[src/hdl/vrtcpb_pkg.sv]
// package: constants, states and carriers of the context packet builder
package vrtcpb_pkg;

  localparam int unsigned ADDR_W = 8;
  localparam int unsigned DATA_W = 32;

  // register byte offsets
  localparam logic [7:0] OFS_CTRL     = 8'h00;
  localparam logic [7:0] OFS_STATUS   = 8'h04;
  localparam logic [7:0] OFS_STRM_ID  = 8'h08;
  localparam logic [7:0] OFS_SWP_ID   = 8'h0C;
  localparam logic [7:0] OFS_SECONDS  = 8'h10;
  localparam logic [7:0] OFS_PS_HI    = 8'h14;
  localparam logic [7:0] OFS_PS_LO    = 8'h18;
  localparam logic [7:0] OFS_FREQ_HI  = 8'h1C;
  localparam logic [7:0] OFS_FREQ_LO  = 8'h20;
  localparam logic [7:0] OFS_BW_HI    = 8'h24;
  localparam logic [7:0] OFS_BW_LO    = 8'h28;
  localparam logic [7:0] OFS_REF_RAW  = 8'h2C;
  localparam logic [7:0] OFS_GAIN     = 8'h30;
  localparam logic [7:0] OFS_REF_WORD = 8'h34;

  // control register bits
  localparam int unsigned CTRL_SEND = 0;
  localparam int unsigned CTRL_CHG  = 1;
  localparam int unsigned CTRL_IQ   = 2;
  localparam int unsigned CTRL_STRT = 3;
  localparam int unsigned CTRL_SWP  = 4;

  // extension header fields
  localparam logic [3:0]  PKT_TYPE_EXT   = 4'h5;
  localparam logic [0:0]  CLASS_ID_FLAG  = 1'h0;
  localparam logic [1:0]  HDR_RESERVED   = 2'h0;
  localparam logic [0:0]  TS_MODE_BIT    = 1'h0;
  localparam logic [1:0]  INT_TS_UTC     = 2'h1;
  localparam logic [1:0]  FRAC_TS_PICO   = 2'h2;
  localparam logic [31:0] EXT_STREAM_ID  = 32'h9000_0004;
  localparam logic [15:0] BASE_WORDS     = 16'h0006;

  // indicator bit positions
  localparam int unsigned IND_CHG  = 31;
  localparam int unsigned IND_IQ   = 3;
  localparam int unsigned IND_STRT = 1;
  localparam int unsigned IND_SWP  = 0;

  // timebase
  localparam int unsigned CLK_PERIOD_NS = 5;
  localparam logic [63:0] PS_STEP       = 64'(CLK_PERIOD_NS * 1000);
  localparam logic [63:0] PS_PER_SEC    = 64'h0000_00E8_D4A5_1000;

  localparam logic [1:0] RESP_OKAY   = 2'h0;
  localparam logic [1:0] RESP_SLVERR = 2'h2;

  typedef enum logic [8:0] {
    S_IDLE = 9'h001,
    S_HDR  = 9'h002,
    S_SID  = 9'h004,
    S_SEC  = 9'h008,
    S_PSH  = 9'h010,
    S_PSL  = 9'h020,
    S_IND  = 9'h040,
    S_STRT = 9'h080,
    S_SWP  = 9'h100
  } vrtcpb_fsm_t;

  typedef struct packed {
    logic [31:0] data;
    logic        last;
  } vrtcpb_word_t;

  typedef struct packed {
    vrtcpb_fsm_t fsm;
    vrtcpb_word_t out;
    logic [3:0]  seq;
    logic        chg;
    logic        iq;
    logic        st_en;
    logic        sw_en;
    logic [31:0] strm_id;
    logic [31:0] swp_id;
    logic [31:0] snap_sec;
    logic [63:0] snap_ps;
    logic [31:0] sec;
    logic [63:0] ps;
    logic [63:0] rd_ps;
    logic [63:0] freq;
    logic [63:0] bw;
    logic [15:0] ref_raw;
    logic [15:0] gain;
    logic [31:0] ref_word;
    logic [4:0]  ctrl;
    logic        aw_got;
    logic [7:0]  awaddr;
    logic        w_got;
    logic [31:0] wdata;
    logic [3:0]  wstrb;
    logic        bvalid;
    logic [1:0]  bresp;
    logic        rvalid;
    logic [31:0] rdata;
    logic [1:0]  rresp;
  } vrtcpb_state_t;

endpackage

[src/hdl/vrtcpb_top.sv]
// context packet builder: field encoders, timebase and extension packet framer
// Function
// - frequency offset is a 64-bit two's-complement hertz value, point after bit 20.
// - reference level word has its upper 16 bits forced to zero.
// - low 16 bits hold signed dBm, nine integer and seven fraction bits.
// - one step of the reference level equals 1/128 dBm.
// - reference level is corrected by the front end gain before sending.
// - extension header packet type is 0101.
// - class identifier flag is zero and no class words are sent.
// - the two reserved header bits are 00.
// - timestamp mode bit is 0, timestamps precise.
// - integer timestamp kind is 01, UTC seconds.
// - fractional timestamp kind is 10, real-time picoseconds.
// - 4-bit sequence starts at zero, steps per packet, wraps after 15.
// - size field counts every 32-bit word of the packet.
// - stream identifier word is 0x90000004.
// - seconds word holds UTC seconds since 1970.
// - picosecond count restarts whenever seconds advance.
// - order is header, stream id, seconds, two picosecond words, indicator, fields.
// - indicator bit 31 change, 3 channel swap, 1 stream start, 0 sweep start.
// - change and swap add no words; stream and sweep start add one each.
// - fields follow indicator bit order from the top bit down.
// - change flag set with changed fields, or clear for unchanged packets.
// - channel swap flag is 1 when converter channels are exchanged.
// - stream and sweep start fields are 32-bit unsigned identifiers.
// - bandwidth is 64-bit two's-complement hertz, same split as frequency offset.
//
// Chosen here: the AXI4-Lite register port and the register offsets.
`timescale 1ns/100ps
`default_nettype none
module vrtcpb_top (
  input  wire logic                  clk,
  input  wire logic                  sys_rst,
  input  wire logic [7:0]            s_axi_awaddr,
  input  wire logic                  s_axi_awvalid,
  output logic                       s_axi_awready,
  input  wire logic [31:0]           s_axi_wdata,
  input  wire logic [3:0]            s_axi_wstrb,
  input  wire logic                  s_axi_wvalid,
  output logic                       s_axi_wready,
  output logic [1:0]                 s_axi_bresp,
  output logic                       s_axi_bvalid,
  input  wire logic                  s_axi_bready,
  input  wire logic [7:0]            s_axi_araddr,
  input  wire logic                  s_axi_arvalid,
  output logic                       s_axi_arready,
  output logic [31:0]                s_axi_rdata,
  output logic [1:0]                 s_axi_rresp,
  output logic                       s_axi_rvalid,
  input  wire logic                  s_axi_rready,
  output vrtcpb_pkg::vrtcpb_word_t   pkt_word,
  output logic                       pkt_valid,
  input  wire logic                  pkt_ready,
  output logic [63:0]                freq_offset_field,
  output logic [63:0]                bandwidth_field,
  output logic [31:0]                ref_level_field
);

  vrtcpb_pkg::vrtcpb_state_t r;
  vrtcpb_pkg::vrtcpb_state_t n;

  logic                      acc;
  logic                      wr_fire;
  logic                      rd_fire;

  function automatic logic [31:0] merge(input logic [31:0] old, input logic [31:0] nw,
                                        input logic [3:0] strb);
    logic [31:0] res;
    res = old;
    for (int i = 0; i < 4; i++) begin
      if (strb[i]) begin
        res[i*8 +: 8] = nw[i*8 +: 8];
      end
    end
    return res;
  endfunction

  // word count follows the enabled optional fields
  function automatic logic [15:0] pkt_size(input vrtcpb_pkg::vrtcpb_state_t q);
    return vrtcpb_pkg::BASE_WORDS + {15'h0000, q.st_en} + {15'h0000, q.sw_en};
  endfunction

  function automatic vrtcpb_pkg::vrtcpb_fsm_t next_of(input vrtcpb_pkg::vrtcpb_fsm_t s,
                                                     input vrtcpb_pkg::vrtcpb_state_t q);
    vrtcpb_pkg::vrtcpb_fsm_t t;
    t = vrtcpb_pkg::S_IDLE;
    unique case (s)
      vrtcpb_pkg::S_HDR:  t = vrtcpb_pkg::S_SID;
      vrtcpb_pkg::S_SID:  t = vrtcpb_pkg::S_SEC;
      vrtcpb_pkg::S_SEC:  t = vrtcpb_pkg::S_PSH;
      vrtcpb_pkg::S_PSH:  t = vrtcpb_pkg::S_PSL;
      vrtcpb_pkg::S_PSL:  t = vrtcpb_pkg::S_IND;
      // fields in indicator bit order, top bit first
      vrtcpb_pkg::S_IND:  t = q.st_en ? vrtcpb_pkg::S_STRT :
                              (q.sw_en ? vrtcpb_pkg::S_SWP : vrtcpb_pkg::S_IDLE);
      vrtcpb_pkg::S_STRT: t = q.sw_en ? vrtcpb_pkg::S_SWP : vrtcpb_pkg::S_IDLE;
      vrtcpb_pkg::S_SWP:  t = vrtcpb_pkg::S_IDLE;
      vrtcpb_pkg::S_IDLE: t = vrtcpb_pkg::S_IDLE;
      default:            t = vrtcpb_pkg::S_IDLE;
    endcase
    return t;
  endfunction

  function automatic logic [31:0] word_of(input vrtcpb_pkg::vrtcpb_fsm_t s,
                                          input vrtcpb_pkg::vrtcpb_state_t q);
    logic [31:0] w;
    w = 32'h0000_0000;
    unique case (s)
      vrtcpb_pkg::S_HDR: begin
        w = {vrtcpb_pkg::PKT_TYPE_EXT,
             vrtcpb_pkg::CLASS_ID_FLAG,
             vrtcpb_pkg::HDR_RESERVED,
             vrtcpb_pkg::TS_MODE_BIT,
             vrtcpb_pkg::INT_TS_UTC,
             vrtcpb_pkg::FRAC_TS_PICO,
             q.seq, pkt_size(q)};
      end
      vrtcpb_pkg::S_SID:  w = vrtcpb_pkg::EXT_STREAM_ID;
      vrtcpb_pkg::S_SEC:  w = q.snap_sec;
      vrtcpb_pkg::S_PSH:  w = q.snap_ps[63:32];
      vrtcpb_pkg::S_PSL:  w = q.snap_ps[31:0];
      vrtcpb_pkg::S_IND: begin
        w[vrtcpb_pkg::IND_CHG]  = q.chg;
        w[vrtcpb_pkg::IND_IQ]   = q.iq;
        w[vrtcpb_pkg::IND_STRT] = q.st_en;
        w[vrtcpb_pkg::IND_SWP]  = q.sw_en; // all other bits stay zero
      end
      vrtcpb_pkg::S_STRT: w = q.strm_id;
      vrtcpb_pkg::S_SWP:  w = q.swp_id;
      vrtcpb_pkg::S_IDLE: w = 32'h0000_0000;
      default:            w = 32'h0000_0000;
    endcase
    return w;
  endfunction

  function automatic logic [31:0] read_of(input logic [7:0] a,
                                          input vrtcpb_pkg::vrtcpb_state_t q,
                                          output logic hit);
    logic [31:0] d;
    d = 32'h0000_0000;
    hit = 1'b1;
    unique case ({a[7:2], 2'b00})
      vrtcpb_pkg::OFS_CTRL:     d = {27'h000_0000, q.ctrl};
      vrtcpb_pkg::OFS_STATUS:   d = {24'h00_0000, q.seq, 3'h0, q.fsm != vrtcpb_pkg::S_IDLE};
      vrtcpb_pkg::OFS_STRM_ID:  d = q.strm_id;
      vrtcpb_pkg::OFS_SWP_ID:   d = q.swp_id;
      vrtcpb_pkg::OFS_SECONDS:  d = q.sec;
      vrtcpb_pkg::OFS_PS_HI:    d = q.rd_ps[63:32];
      vrtcpb_pkg::OFS_PS_LO:    d = q.rd_ps[31:0];
      vrtcpb_pkg::OFS_FREQ_HI:  d = q.freq[63:32];
      vrtcpb_pkg::OFS_FREQ_LO:  d = q.freq[31:0];
      vrtcpb_pkg::OFS_BW_HI:    d = q.bw[63:32];
      vrtcpb_pkg::OFS_BW_LO:    d = q.bw[31:0];
      vrtcpb_pkg::OFS_REF_RAW:  d = {16'h0000, q.ref_raw};
      vrtcpb_pkg::OFS_GAIN:     d = {16'h0000, q.gain};
      vrtcpb_pkg::OFS_REF_WORD: d = q.ref_word;
      default: begin
        hit = 1'b0;
      end
    endcase
    return d;
  endfunction

  assign s_axi_awready = !r.aw_got && !r.bvalid;
  assign s_axi_wready  = !r.w_got && !r.bvalid;
  assign s_axi_arready = !r.rvalid;
  assign s_axi_bvalid  = r.bvalid;
  assign s_axi_bresp   = r.bresp;
  assign s_axi_rvalid  = r.rvalid;
  assign s_axi_rdata   = r.rdata;
  assign s_axi_rresp   = r.rresp;
  assign pkt_valid     = r.fsm != vrtcpb_pkg::S_IDLE;
  assign pkt_word      = r.out;
  assign acc           = pkt_valid && pkt_ready;
  assign wr_fire       = r.aw_got && r.w_got && !r.bvalid;
  assign rd_fire       = s_axi_arvalid && !r.rvalid;

  assign freq_offset_field = r.freq;
  assign bandwidth_field   = r.bw;
  assign ref_level_field   = r.ref_word;

  always_comb begin
    logic        hit;
    logic [31:0] rd;
    logic [63:0] ps_sum;
    hit    = 1'b0;
    rd     = 32'h0000_0000;
    n      = r;
    // free-running UTC timebase; picoseconds restart as seconds advance
    ps_sum = r.ps + vrtcpb_pkg::PS_STEP;
    if (ps_sum >= vrtcpb_pkg::PS_PER_SEC) begin
      n.ps  = ps_sum - vrtcpb_pkg::PS_PER_SEC;
      n.sec = r.sec + 32'h0000_0001;
    end else begin
      n.ps  = ps_sum;
    end
    n.ctrl[vrtcpb_pkg::CTRL_SEND] = 1'b0;
    // write channel, address and data taken in either order
    if (s_axi_awvalid && s_axi_awready) begin
      n.aw_got = 1'b1;
      n.awaddr = s_axi_awaddr;
    end
    if (s_axi_wvalid && s_axi_wready) begin
      n.w_got = 1'b1;
      n.wdata = s_axi_wdata;
      n.wstrb = s_axi_wstrb;
    end
    if (r.bvalid && s_axi_bready) begin
      n.bvalid = 1'b0;
    end
    if (wr_fire) begin
      n.aw_got = 1'b0;
      n.w_got  = 1'b0;
      n.bvalid = 1'b1;
      n.bresp  = vrtcpb_pkg::RESP_OKAY;
      unique case ({r.awaddr[7:2], 2'b00})
        vrtcpb_pkg::OFS_CTRL:    n.ctrl = 5'(merge({27'h000_0000, r.ctrl}, r.wdata, r.wstrb));
        vrtcpb_pkg::OFS_STRM_ID: n.strm_id = merge(r.strm_id, r.wdata, r.wstrb);
        vrtcpb_pkg::OFS_SWP_ID:  n.swp_id = merge(r.swp_id, r.wdata, r.wstrb);
        vrtcpb_pkg::OFS_SECONDS: begin
          n.sec = merge(r.sec, r.wdata, r.wstrb);
          n.ps  = 64'h0000_0000_0000_0000;
        end
        vrtcpb_pkg::OFS_FREQ_HI: n.freq[63:32] = merge(r.freq[63:32], r.wdata, r.wstrb);
        vrtcpb_pkg::OFS_FREQ_LO: n.freq[31:0] = merge(r.freq[31:0], r.wdata, r.wstrb);
        vrtcpb_pkg::OFS_BW_HI:   n.bw[63:32] = merge(r.bw[63:32], r.wdata, r.wstrb);
        vrtcpb_pkg::OFS_BW_LO:   n.bw[31:0] = merge(r.bw[31:0], r.wdata, r.wstrb);
        vrtcpb_pkg::OFS_REF_RAW: n.ref_raw = 16'(merge({16'h0000, r.ref_raw}, r.wdata, r.wstrb));
        vrtcpb_pkg::OFS_GAIN:    n.gain = 16'(merge({16'h0000, r.gain}, r.wdata, r.wstrb));
        vrtcpb_pkg::OFS_STATUS, vrtcpb_pkg::OFS_PS_HI, vrtcpb_pkg::OFS_PS_LO,
        vrtcpb_pkg::OFS_REF_WORD: begin
          n.bresp = vrtcpb_pkg::RESP_OKAY;
        end
        default: begin
          n.bresp = vrtcpb_pkg::RESP_SLVERR;
        end
      endcase
    end
    // read channel; a seconds read latches the picoseconds for tear-free reads
    if (r.rvalid && s_axi_rready) begin
      n.rvalid = 1'b0;
    end
    if (rd_fire) begin
      rd      = read_of(s_axi_araddr, r, hit);
      n.rvalid = 1'b1;
      n.rdata  = rd;
      n.rresp  = hit ? vrtcpb_pkg::RESP_OKAY : vrtcpb_pkg::RESP_SLVERR;
      if ({s_axi_araddr[7:2], 2'b00} == vrtcpb_pkg::OFS_SECONDS) begin
        n.rd_ps = r.ps;
      end
    end
    // gain-corrected level in 1/128 dBm steps, upper half zero
    n.ref_word = {16'h0000, n.ref_raw - n.gain};
    // framer; a send request while busy is ignored
    if (r.fsm == vrtcpb_pkg::S_IDLE) begin
      if (r.ctrl[vrtcpb_pkg::CTRL_SEND]) begin
        n.fsm      = vrtcpb_pkg::S_HDR;
        n.chg      = r.ctrl[vrtcpb_pkg::CTRL_CHG];
        n.iq       = r.ctrl[vrtcpb_pkg::CTRL_IQ];
        n.st_en    = r.ctrl[vrtcpb_pkg::CTRL_STRT];
        n.sw_en    = r.ctrl[vrtcpb_pkg::CTRL_SWP];
        n.snap_sec = r.sec;
        n.snap_ps  = r.ps;
      end
    end else if (acc) begin
      n.fsm = next_of(r.fsm, r);
      if (r.out.last) begin
        n.seq = r.seq + 4'h1;
      end
    end
    // a held word stands even if a field register is rewritten meanwhile
    if (acc || r.fsm == vrtcpb_pkg::S_IDLE) begin
      n.out.data = word_of(n.fsm, n);
      n.out.last = (n.fsm != vrtcpb_pkg::S_IDLE) && (next_of(n.fsm, n) == vrtcpb_pkg::S_IDLE);
    end
  end

  always_ff @(posedge clk or posedge sys_rst) begin
    if (sys_rst) begin
      r     <= '0;
      r.fsm <= vrtcpb_pkg::S_IDLE;
    end else begin
      r <= n;
    end
  end

  // helpers for checks: words in the current packet and captured size
  logic [15:0] chk_cnt;
  logic [15:0] chk_size;
  always_ff @(posedge clk or posedge sys_rst) begin
    if (sys_rst) begin
      chk_cnt  <= 16'h0000;
      chk_size <= 16'h0000;
    end else if (acc) begin
      chk_cnt <= r.out.last ? 16'h0000 : chk_cnt + 16'h0001;
      if (r.fsm == vrtcpb_pkg::S_HDR) begin
        chk_size <= r.out.data[15:0];
      end
    end
  end
endmodule
`default_nettype wire

[config.mk]
export PLATFORM = sky130hd
export DESIGN_NAME = vrtcpb_top
export DESIGN_NICKNAME = d
export VERILOG_FILES = /design/src/hdl/vrtcpb_pkg.sv /design/src/hdl/vrtcpb_top.sv
export SDC_FILE = /design/constraint.sdc
export NUM_CORES = 1
export LEC_CHECK = 0
export ABC_AREA = 0
export BUFFER_PORTS_ARGS = -buffer_cell sky130_fd_sc_hd__buf_2
export CAP_MARGIN = 30
export CORE_MARGIN = 4
export CORE_UTILIZATION = 53
export DETAILED_ROUTE_END_ITERATION = 10
export HOLD_SLACK_MARGIN = 0.12
export MAX_ROUTING_LAYER = met4
export PLACE_DENSITY = 0.82
export SETUP_SLACK_MARGIN = 0.02
export SLEW_MARGIN = 20
export SYNTH_ARGS = -nofsm -noshare
export SYNTH_HDL_FRONTEND = slang
export SYNTH_SLANG_ARGS = --single-unit
[constraint.sdc]
create_clock -name clk -period 43 [get_ports clk]
set_clock_uncertainty 0.15 [all_clocks]
set_input_delay 4.3 -clock clk [delete_from_list [all_inputs] [get_ports clk]]
set_output_delay 4.3 -clock clk [all_outputs]
set_load 0.01 [all_outputs]
After elaboration in Yosys (flattened, before gate mapping) --
Index checks and enable logic that the tools add are counted.
Operators by class: mux-type cells 63, eq/ne operators 50, add/sub/neg operators 7, reductions and logical operators 42, magnitude comparators 1
Operator list (number):
- 32-bit one-hot mux with 14 select lines | 1
- 96-bit two-way mux | 4
- 27-bit one-hot mux with 7 select lines | 1
- 32-bit two-way mux | 4
- 64-bit two-way mux | 2
- 8-bit two-way mux | 16
- 9-bit one-hot mux with 7 select lines | 2
- 9-bit two-way mux | 9
- 6-bit by 4-bit == test with 1-bit output, second input constant | 12
- 64-bit by 13-bit adder with 64-bit output, second input constant | 1
- 64-bit by 40-bit greater-or-equal comparator with 1-bit output, second input constant | 1
- 64-bit by 40-bit subtractor with 64-bit output, second input constant | 1
- 3-bit AND reduction | 17
- 6-bit by 3-bit == test with 1-bit output, second input constant | 8
- 37-bit two-way mux | 1
- 35-bit two-way mux | 1
- 32-bit by 1-bit adder with 32-bit output, second input constant | 1
- 16-bit two-way mux | 2
- 14-bit OR reduction | 2
- 6-bit by 2-bit == test with 1-bit output, second input constant | 4
- 1-bit one-hot mux with 7 select lines | 3
- 4-bit two-way mux | 5
- 9-bit by 1-bit == test with 1-bit output, second input constant | 2
- 9-bit by 2-bit == test with 1-bit output, second input constant | 2
- other kinds (24) | 61
Word-level totals: input bits 60, word-level logic and storage cells 212, output and inout port bits 235, register bits 635

Depth between registers and ports, before layout --
word-level depth 10, gate-level depth with buffers 20, depth with buffers taken out 19

Worst setup path before layout --
No wires, ideal clock.
kind input port to flip-flop, from in pkt_ready, to reg r, in the netlist pkt_word[3], data required time 42.785 ns, cell stages on the path 10, setup time 0.065 ns, arrival time 6.486 ns, path slack 36.299 ns, cells stage by stage clkbuf_1 -> a31oi_1 -> nand2_1 -> or3_1 -> nor3_1 -> and3_1 -> clkbuf_1 -> o2bb2ai_1 -> a221o_1 -> o22a_1
On the way: cells in the longest elaborated chain, start to end 5, elaborated cells between the ends (all ways) 12, those cells by class eq/ne (7); mux (3); reduce/logical (2)
RTL lines:
- start: declaration | RTL line vrtcpb_top.sv:53 | input wire logic pkt_ready,
- 1-bit logical AND (*) | RTL line vrtcpb_top.sv:174 | assign acc = pkt_valid && pkt_ready;
- 9-bit two-way mux | RTL line vrtcpb_top.sv:265 | end else if (acc) begin
- 9-bit two-way mux | RTL line vrtcpb_top.sv:255 | if (r.fsm == vrtcpb_pkg::S_IDLE) begin
- 9-bit == test (tied with other cells) | RTL line vrtcpb_top.sv:108 | unique case (s)
- 1-bit one-hot mux with 7 select lines | RTL line vrtcpb_top.sv:108
- end signal: assignment | RTL line vrtcpb_top.sv:283 | r <= n;
- end: declaration | RTL line vrtcpb_top.sv:59 | vrtcpb_pkg::vrtcpb_state_t r;
Every way passes the cells marked *; elsewhere a longest branch is shown, timed or not. A chain may end at the register's enable or synchronous reset.

Worst setup path in the final report --
from in pkt_ready, to reg r, in the netlist pkt_word[24]
On the way: cells in the longest elaborated chain, start to end 5, elaborated cells between the ends (all ways) 12, those cells by class eq/ne (7); mux (3); reduce/logical (2)
RTL lines (RTL line):
- 1-bit logical AND (*) | vrtcpb_top.sv:174
- 9-bit two-way mux | vrtcpb_top.sv:265
- 9-bit two-way mux | vrtcpb_top.sv:255
- 9-bit == test (tied with other cells) | vrtcpb_top.sv:108
- 27-bit one-hot mux with 7 select lines | vrtcpb_top.sv:108
Marked as above.

==> results summary <==
After synthesis, the largest family of logic cells by area is multiplexers. The final-report max-slew violation count was 0. The peak supply drop came out at around 0.034 mV. The die boundary height came out at 258 um. TritonCTS built the clock tree.

The width of the die came out at 258 um. The share of the Yosys chip area taken by registers is 0.472. The final wirelength is just under 100000 um. The post-synthesis compound-gate area fraction came out at 0.119. The fmax came out at 134 MHz.

Setup repair after global routing left no endpoint under its margin. The number of buffers added on ports is between 200 and 300. Max-cap violations in this run came to 0. The share of final-layout standard cells stronger than drive strength 1 is 0.297. In this run the clock root is driven by a sky130_fd_sc_hd__clkbuf_16. The mean number of vias per cell is about 6.4. The final HPWL from detailed placement came out at between 60000 and 70000 um.

The number of antenna violations at the first check in global routing came out at 1. The largest driver fanout on the critical path is 16. Of the post-synthesis cell area, the part taken by muxes is 0.166. The number of buffers inserted by hold repair at cts is 0.

The cell accounting for the most synthesized area is sky130_fd_sc_hd__dfrtp_1. The die footprint came out at 0.0666 mm2. The worst hold path belongs to the class reg2reg.

The proportion of power drawn by combinational gates is 0.277. The routed wirelength normalized by instance count came out at 25.3 um. The final period demand of the worst path came out at around 7.5 ns.

The first global-routing pass estimated 150000 um of wire. The analysis attributes to net switching a power of approximately 0.73 mW. The count of flip-flops with a built-in enable after synthesis came out at 0.

By area the synthesized netlist is led by sky130_fd_sc_hd__dfrtp_1 (47%), sky130_fd_sc_hd__mux2_2 (14%), sky130_fd_sc_hd__buf_4 (5.3%). In this run the core area contains 91 standard-cell rows. Among all flip-flop cells after synthesis, the most frequent one is sky130_fd_sc_hd__dfrtp_1. The critical path capture point type is a register.

Of the total synthesized cell area, the portion taken by XOR and XNOR cells is 0.0295. The run finished with clean final reports. The area of the mapped netlist is around 0.033 mm2. The buffer count from post-CTS setup fixing is 0. The final setup violation count came out at 0.

The residual DRC count is 0. TritonCTS created between 60 and 70 clock buffers. The antenna violation net count after detailed routing came out at 0. During I/O placement, the number of pins put on the boundary was about 300. The setup path with the least slack is of type in2reg. Of the total power, the share spent switching nets is 0.356. The register clock-pin slew on the reported worst setup and hold paths came out at ~0.060 ns. The number of warnings reported in the yosys synthesis log is 0.

The number of different library cells in the post-synthesis netlist came out at about 100. Synthesis produced a netlist whose cell count is between 3000 and 4000. The maximum buffer depth of the clock tree came out at 3. In this run the standard cell core region covers 0.0618 mm2.

The number of global-route vias before repair was 24275. Counting flops with an async set or reset pin after synthesis yields a share of 1.00. The sequential fraction of design power came out at 0.440. The remaining max-slew budget at the tightest pin is 0.298. The delay of the slowest critical-path stage is between 0.7 and 0.8 ns. Of the total power, the clock network draws 0.283. The data required time at the worst endpoint came out at 43.37 ns. The static power due to leakage is roughly 17 nW. The total grt overflow came out at 0. The final layout net count is about 3100. The first routing iteration left roughly 2800 violations.

The worst slack on hold paths is a little over 0.3 ns. The design internal power is around 1.3 mW. The actual slew at the worst max-slew pin came out at approximately 1.0 ns. The post-synthesis register bit count is around 630. The kind of start point of the critical path is an input pin. Entering global routing, the biggest net connects around 180 pins. The critical path goes through buf_2 -> nor2b_1 -> a31oi_1 -> nand2_1 -> or3_1 -> nor3_1 -> and3_1 -> buf_4 -> a221o_1 -> o32a_1. The count of clock tree sinks came out at about 630. The later pin in the worst-skew pair is clocked with a latency of 0.61 ns. The post-synthesis share of cell area spent on and, or, nand and nor gates is 0.122. The congestion estimate from routability-driven global placement came to slightly below 1. The final clock period utilization by the worst path came out at 0.174. For this design the ratio of total power to cell area is roughly 58 mW/mm2.

The setup TNS came out at 0 ns. In this run the mean area of a mapped cell was between 10 and 15 um2. Once the clock tree was built, the resizer swapped 0 gates to a different size. The area added between synthesis and finish is 8.04%. The share of synthesized area in the top cell type comes to 0.471. The aggregate global-route resource usage is 0.297. The effective utilization at floorplan is 0.536. The total via count after detailed routing came out at roughly 25000.

The total count of hold-check failures in the final report came out at 0. The number of optimization iterations in the first detailed-route pass is 7. The CTS H-tree depth is 3. The master of the slowest instance on the critical path is sky130_fd_sc_hd__and3_1. The arrival time at the worst endpoint came out at roughly 8 ns. The adder-cell share of the synthesized area came out at 0.00928.

Power comes to ~2.1 mW.
worst paths after layout:
check,slack (ns),cells after the start,start,end
hold / removal,0.31,2,r[442],r[442]
max in group asynchronous,37.14,5,sys_rst,r[477]
min in group asynchronous,3.57,2,sys_rst,freq_offset_field[27]
setup reg to reg,37.03,14,r[348],r[420]
setup / recovery,35.54,10,pkt_ready,pkt_word[24]
hold reg to reg,0.31,2,r[442],r[442]
cell usage in the layout, fill, tap and decap left out, types with 10 or more instances in the layout:
master | synthesis | routed
sky130_fd_sc_hd__nor2b_1 | 67 | 66
sky130_fd_sc_hd__a31oi_1 | 36 | 36
sky130_fd_sc_hd__buf_2 | 26 | 271
sky130_fd_sc_hd__nand3_1 | 65 | 65
sky130_fd_sc_hd__a211oi_1 | 20 | 20
sky130_fd_sc_hd__a31o_2 | 27 | 27
sky130_fd_sc_hd__or3_1 | 20 | 20
sky130_fd_sc_hd__a311oi_1 | 11 | 11
sky130_fd_sc_hd__xnor2_1 | 73 | 73
sky130_fd_sc_hd__o32a_1 | 29 | 29
sky130_fd_sc_hd__a222oi_1 | 13 | 13
sky130_fd_sc_hd__a221oi_1 | 34 | 34
sky130_fd_sc_hd__ha_1 | 23 | 23
sky130_fd_sc_hd__nor4_1 | 15 | 14
sky130_fd_sc_hd__nor3_1 | 53 | 50
sky130_fd_sc_hd__o21ai_0 | 92 | 92
sky130_fd_sc_hd__buf_4 | 232 | 34
sky130_fd_sc_hd__nand2_1 | 197 | 194
sky130_fd_sc_hd__inv_1 | 62 | 61
sky130_fd_sc_hd__mux2i_1 | 38 | 38
sky130_fd_sc_hd__nand4_1 | 35 | 35
sky130_fd_sc_hd__clkbuf_16 | 0 | 70
sky130_fd_sc_hd__and2_1 | 34 | 33
sky130_fd_sc_hd__mux2_2 | 409 | 409
sky130_fd_sc_hd__conb_1 | 1 | 18
sky130_fd_sc_hd__a221o_1 | 26 | 26
sky130_fd_sc_hd__dfrtp_1 | 624 | 624
sky130_fd_sc_hd__nor2_1 | 198 | 193
sky130_fd_sc_hd__a22oi_1 | 28 | 28
sky130_fd_sc_hd__and3_1 | 32 | 32
sky130_fd_sc_hd__nand2b_1 | 20 | 20
sky130_fd_sc_hd__mux4_2 | 23 | 23
sky130_fd_sc_hd__clkbuf_1 | 120 | 17
sky130_fd_sc_hd__xor2_1 | 36 | 36
sky130_fd_sc_hd__o211ai_1 | 17 | 17
sky130_fd_sc_hd__a21o_1 | 10 | 10
sky130_fd_sc_hd__and4_1 | 13 | 13
sky130_fd_sc_hd__a22o_1 | 11 | 11
sky130_fd_sc_hd__a21oi_1 | 71 | 71
metrics by stage:
step	worst slack, ns	cell area, um2	util	instances
6_report	35.54	35800	0.580	3905
5_1_grt	35.31	35800	0.580	3905
4_1_cts	35.66	35700	0.578	3900
3_5_place_dp	35.16	33600	0.543	3789
3_3_place_gp	35.17	33500	0.542	3787
2_1_floorplan	21.05	33200	-	3059
sequential cells by signal, summed over array words and instances, names as in the netlist:
name,flops
s_axi_bvalid,1
ref_level_field,16
s_axi_rvalid,1
bandwidth_field,64
freq_offset_field,64
s_axi_bresp,1
s_axi_rdata,32
s_axi_rresp,1
r,412
pkt_word,33
power groups by stage:
stage / clock network [mW] / logic, mW / registers (mW)
floorplan: 0 / 0.503 / 0.804
global route: 0.613 / 0.619 / 0.918
CTS: 0.588 / 0.566 / 0.897
global placement: 0 / 0.541 / 0.898
detailed placement: 0 / 0.560 / 0.905
finish: 0.585 / 0.571 / 0.908
layer usage:
| layer | vias up | global-route usage | wire length (um) | part of all wire |
|---|---|---|---|---|
| met5 | - | - | 0 | 0 |
| met4 | 0 | 0.124 | 4500 | 0.046 |
| met3 | 266 | 0.0537 | 9210 | 0.093 |
| met2 | 1440 | 0.459 | 46200 | 0.47 |
| met1 | 12648 | 0.389 | 38800 | 0.39 |
| li1 | 10734 | - | - | - |
layout make-up:
cell class,count,area (um2)
fillers,4977,26000
multi-input cells,1956,14900
well taps,837,1050
clock inverters,17,263
diodes,1,2.50
inverters,62,240
clock buffers,94,1920
flip-flops and latches,625,15600
repair buffers,313,1770
cells in the mapped netlist, types with 23 or more instances:
library cell,number
sky130_fd_sc_hd__mux2i_1,38
sky130_fd_sc_hd__nand4_1,35
sky130_fd_sc_hd__ha_1,23
sky130_fd_sc_hd__a22oi_1,28
sky130_fd_sc_hd__a221oi_1,34
sky130_fd_sc_hd__clkbuf_1,120
sky130_fd_sc_hd__buf_2,26
sky130_fd_sc_hd__dfrtp_1,624
sky130_fd_sc_hd__nand3_1,65
sky130_fd_sc_hd__o32a_1,29
sky130_fd_sc_hd__a21oi_1,71
sky130_fd_sc_hd__buf_4,232
sky130_fd_sc_hd__o21ai_0,92
sky130_fd_sc_hd__xnor2_1,73
sky130_fd_sc_hd__inv_1,62
sky130_fd_sc_hd__mux4_2,23
sky130_fd_sc_hd__a221o_1,26
sky130_fd_sc_hd__a31o_2,27
sky130_fd_sc_hd__nand2_1,197
sky130_fd_sc_hd__nor3_1,53
sky130_fd_sc_hd__nor2_1,198
sky130_fd_sc_hd__buf_1,31
sky130_fd_sc_hd__nor2b_1,67
sky130_fd_sc_hd__mux2_2,409
sky130_fd_sc_hd__and2_1,34
sky130_fd_sc_hd__and3_1,32
sky130_fd_sc_hd__xor2_1,36
sky130_fd_sc_hd__a31oi_1,36
critical path: cells and delay by family:
family	cells	cell delay, ns
buffers and inverters	2	0.62
AND/OR/NAND/NOR	5	1.85
AO/OA/AOI/OAI	3	1.03
kinds of logic after synthesis:
| logic type | after synthesis |
|---|---|
| other | 1 |
| XOR/XNOR | 110 |
| flip-flops | 625 |
| multiplexers | 470 |
| AND/OR/NAND/NOR | 801 |
| buffers and inverters | 478 |
| adder cells (fa/ha/maj) | 24 |
| AO/OA/AOI/OAI | 533 |
Note: power is estimated with default switching activity, not from simulation.
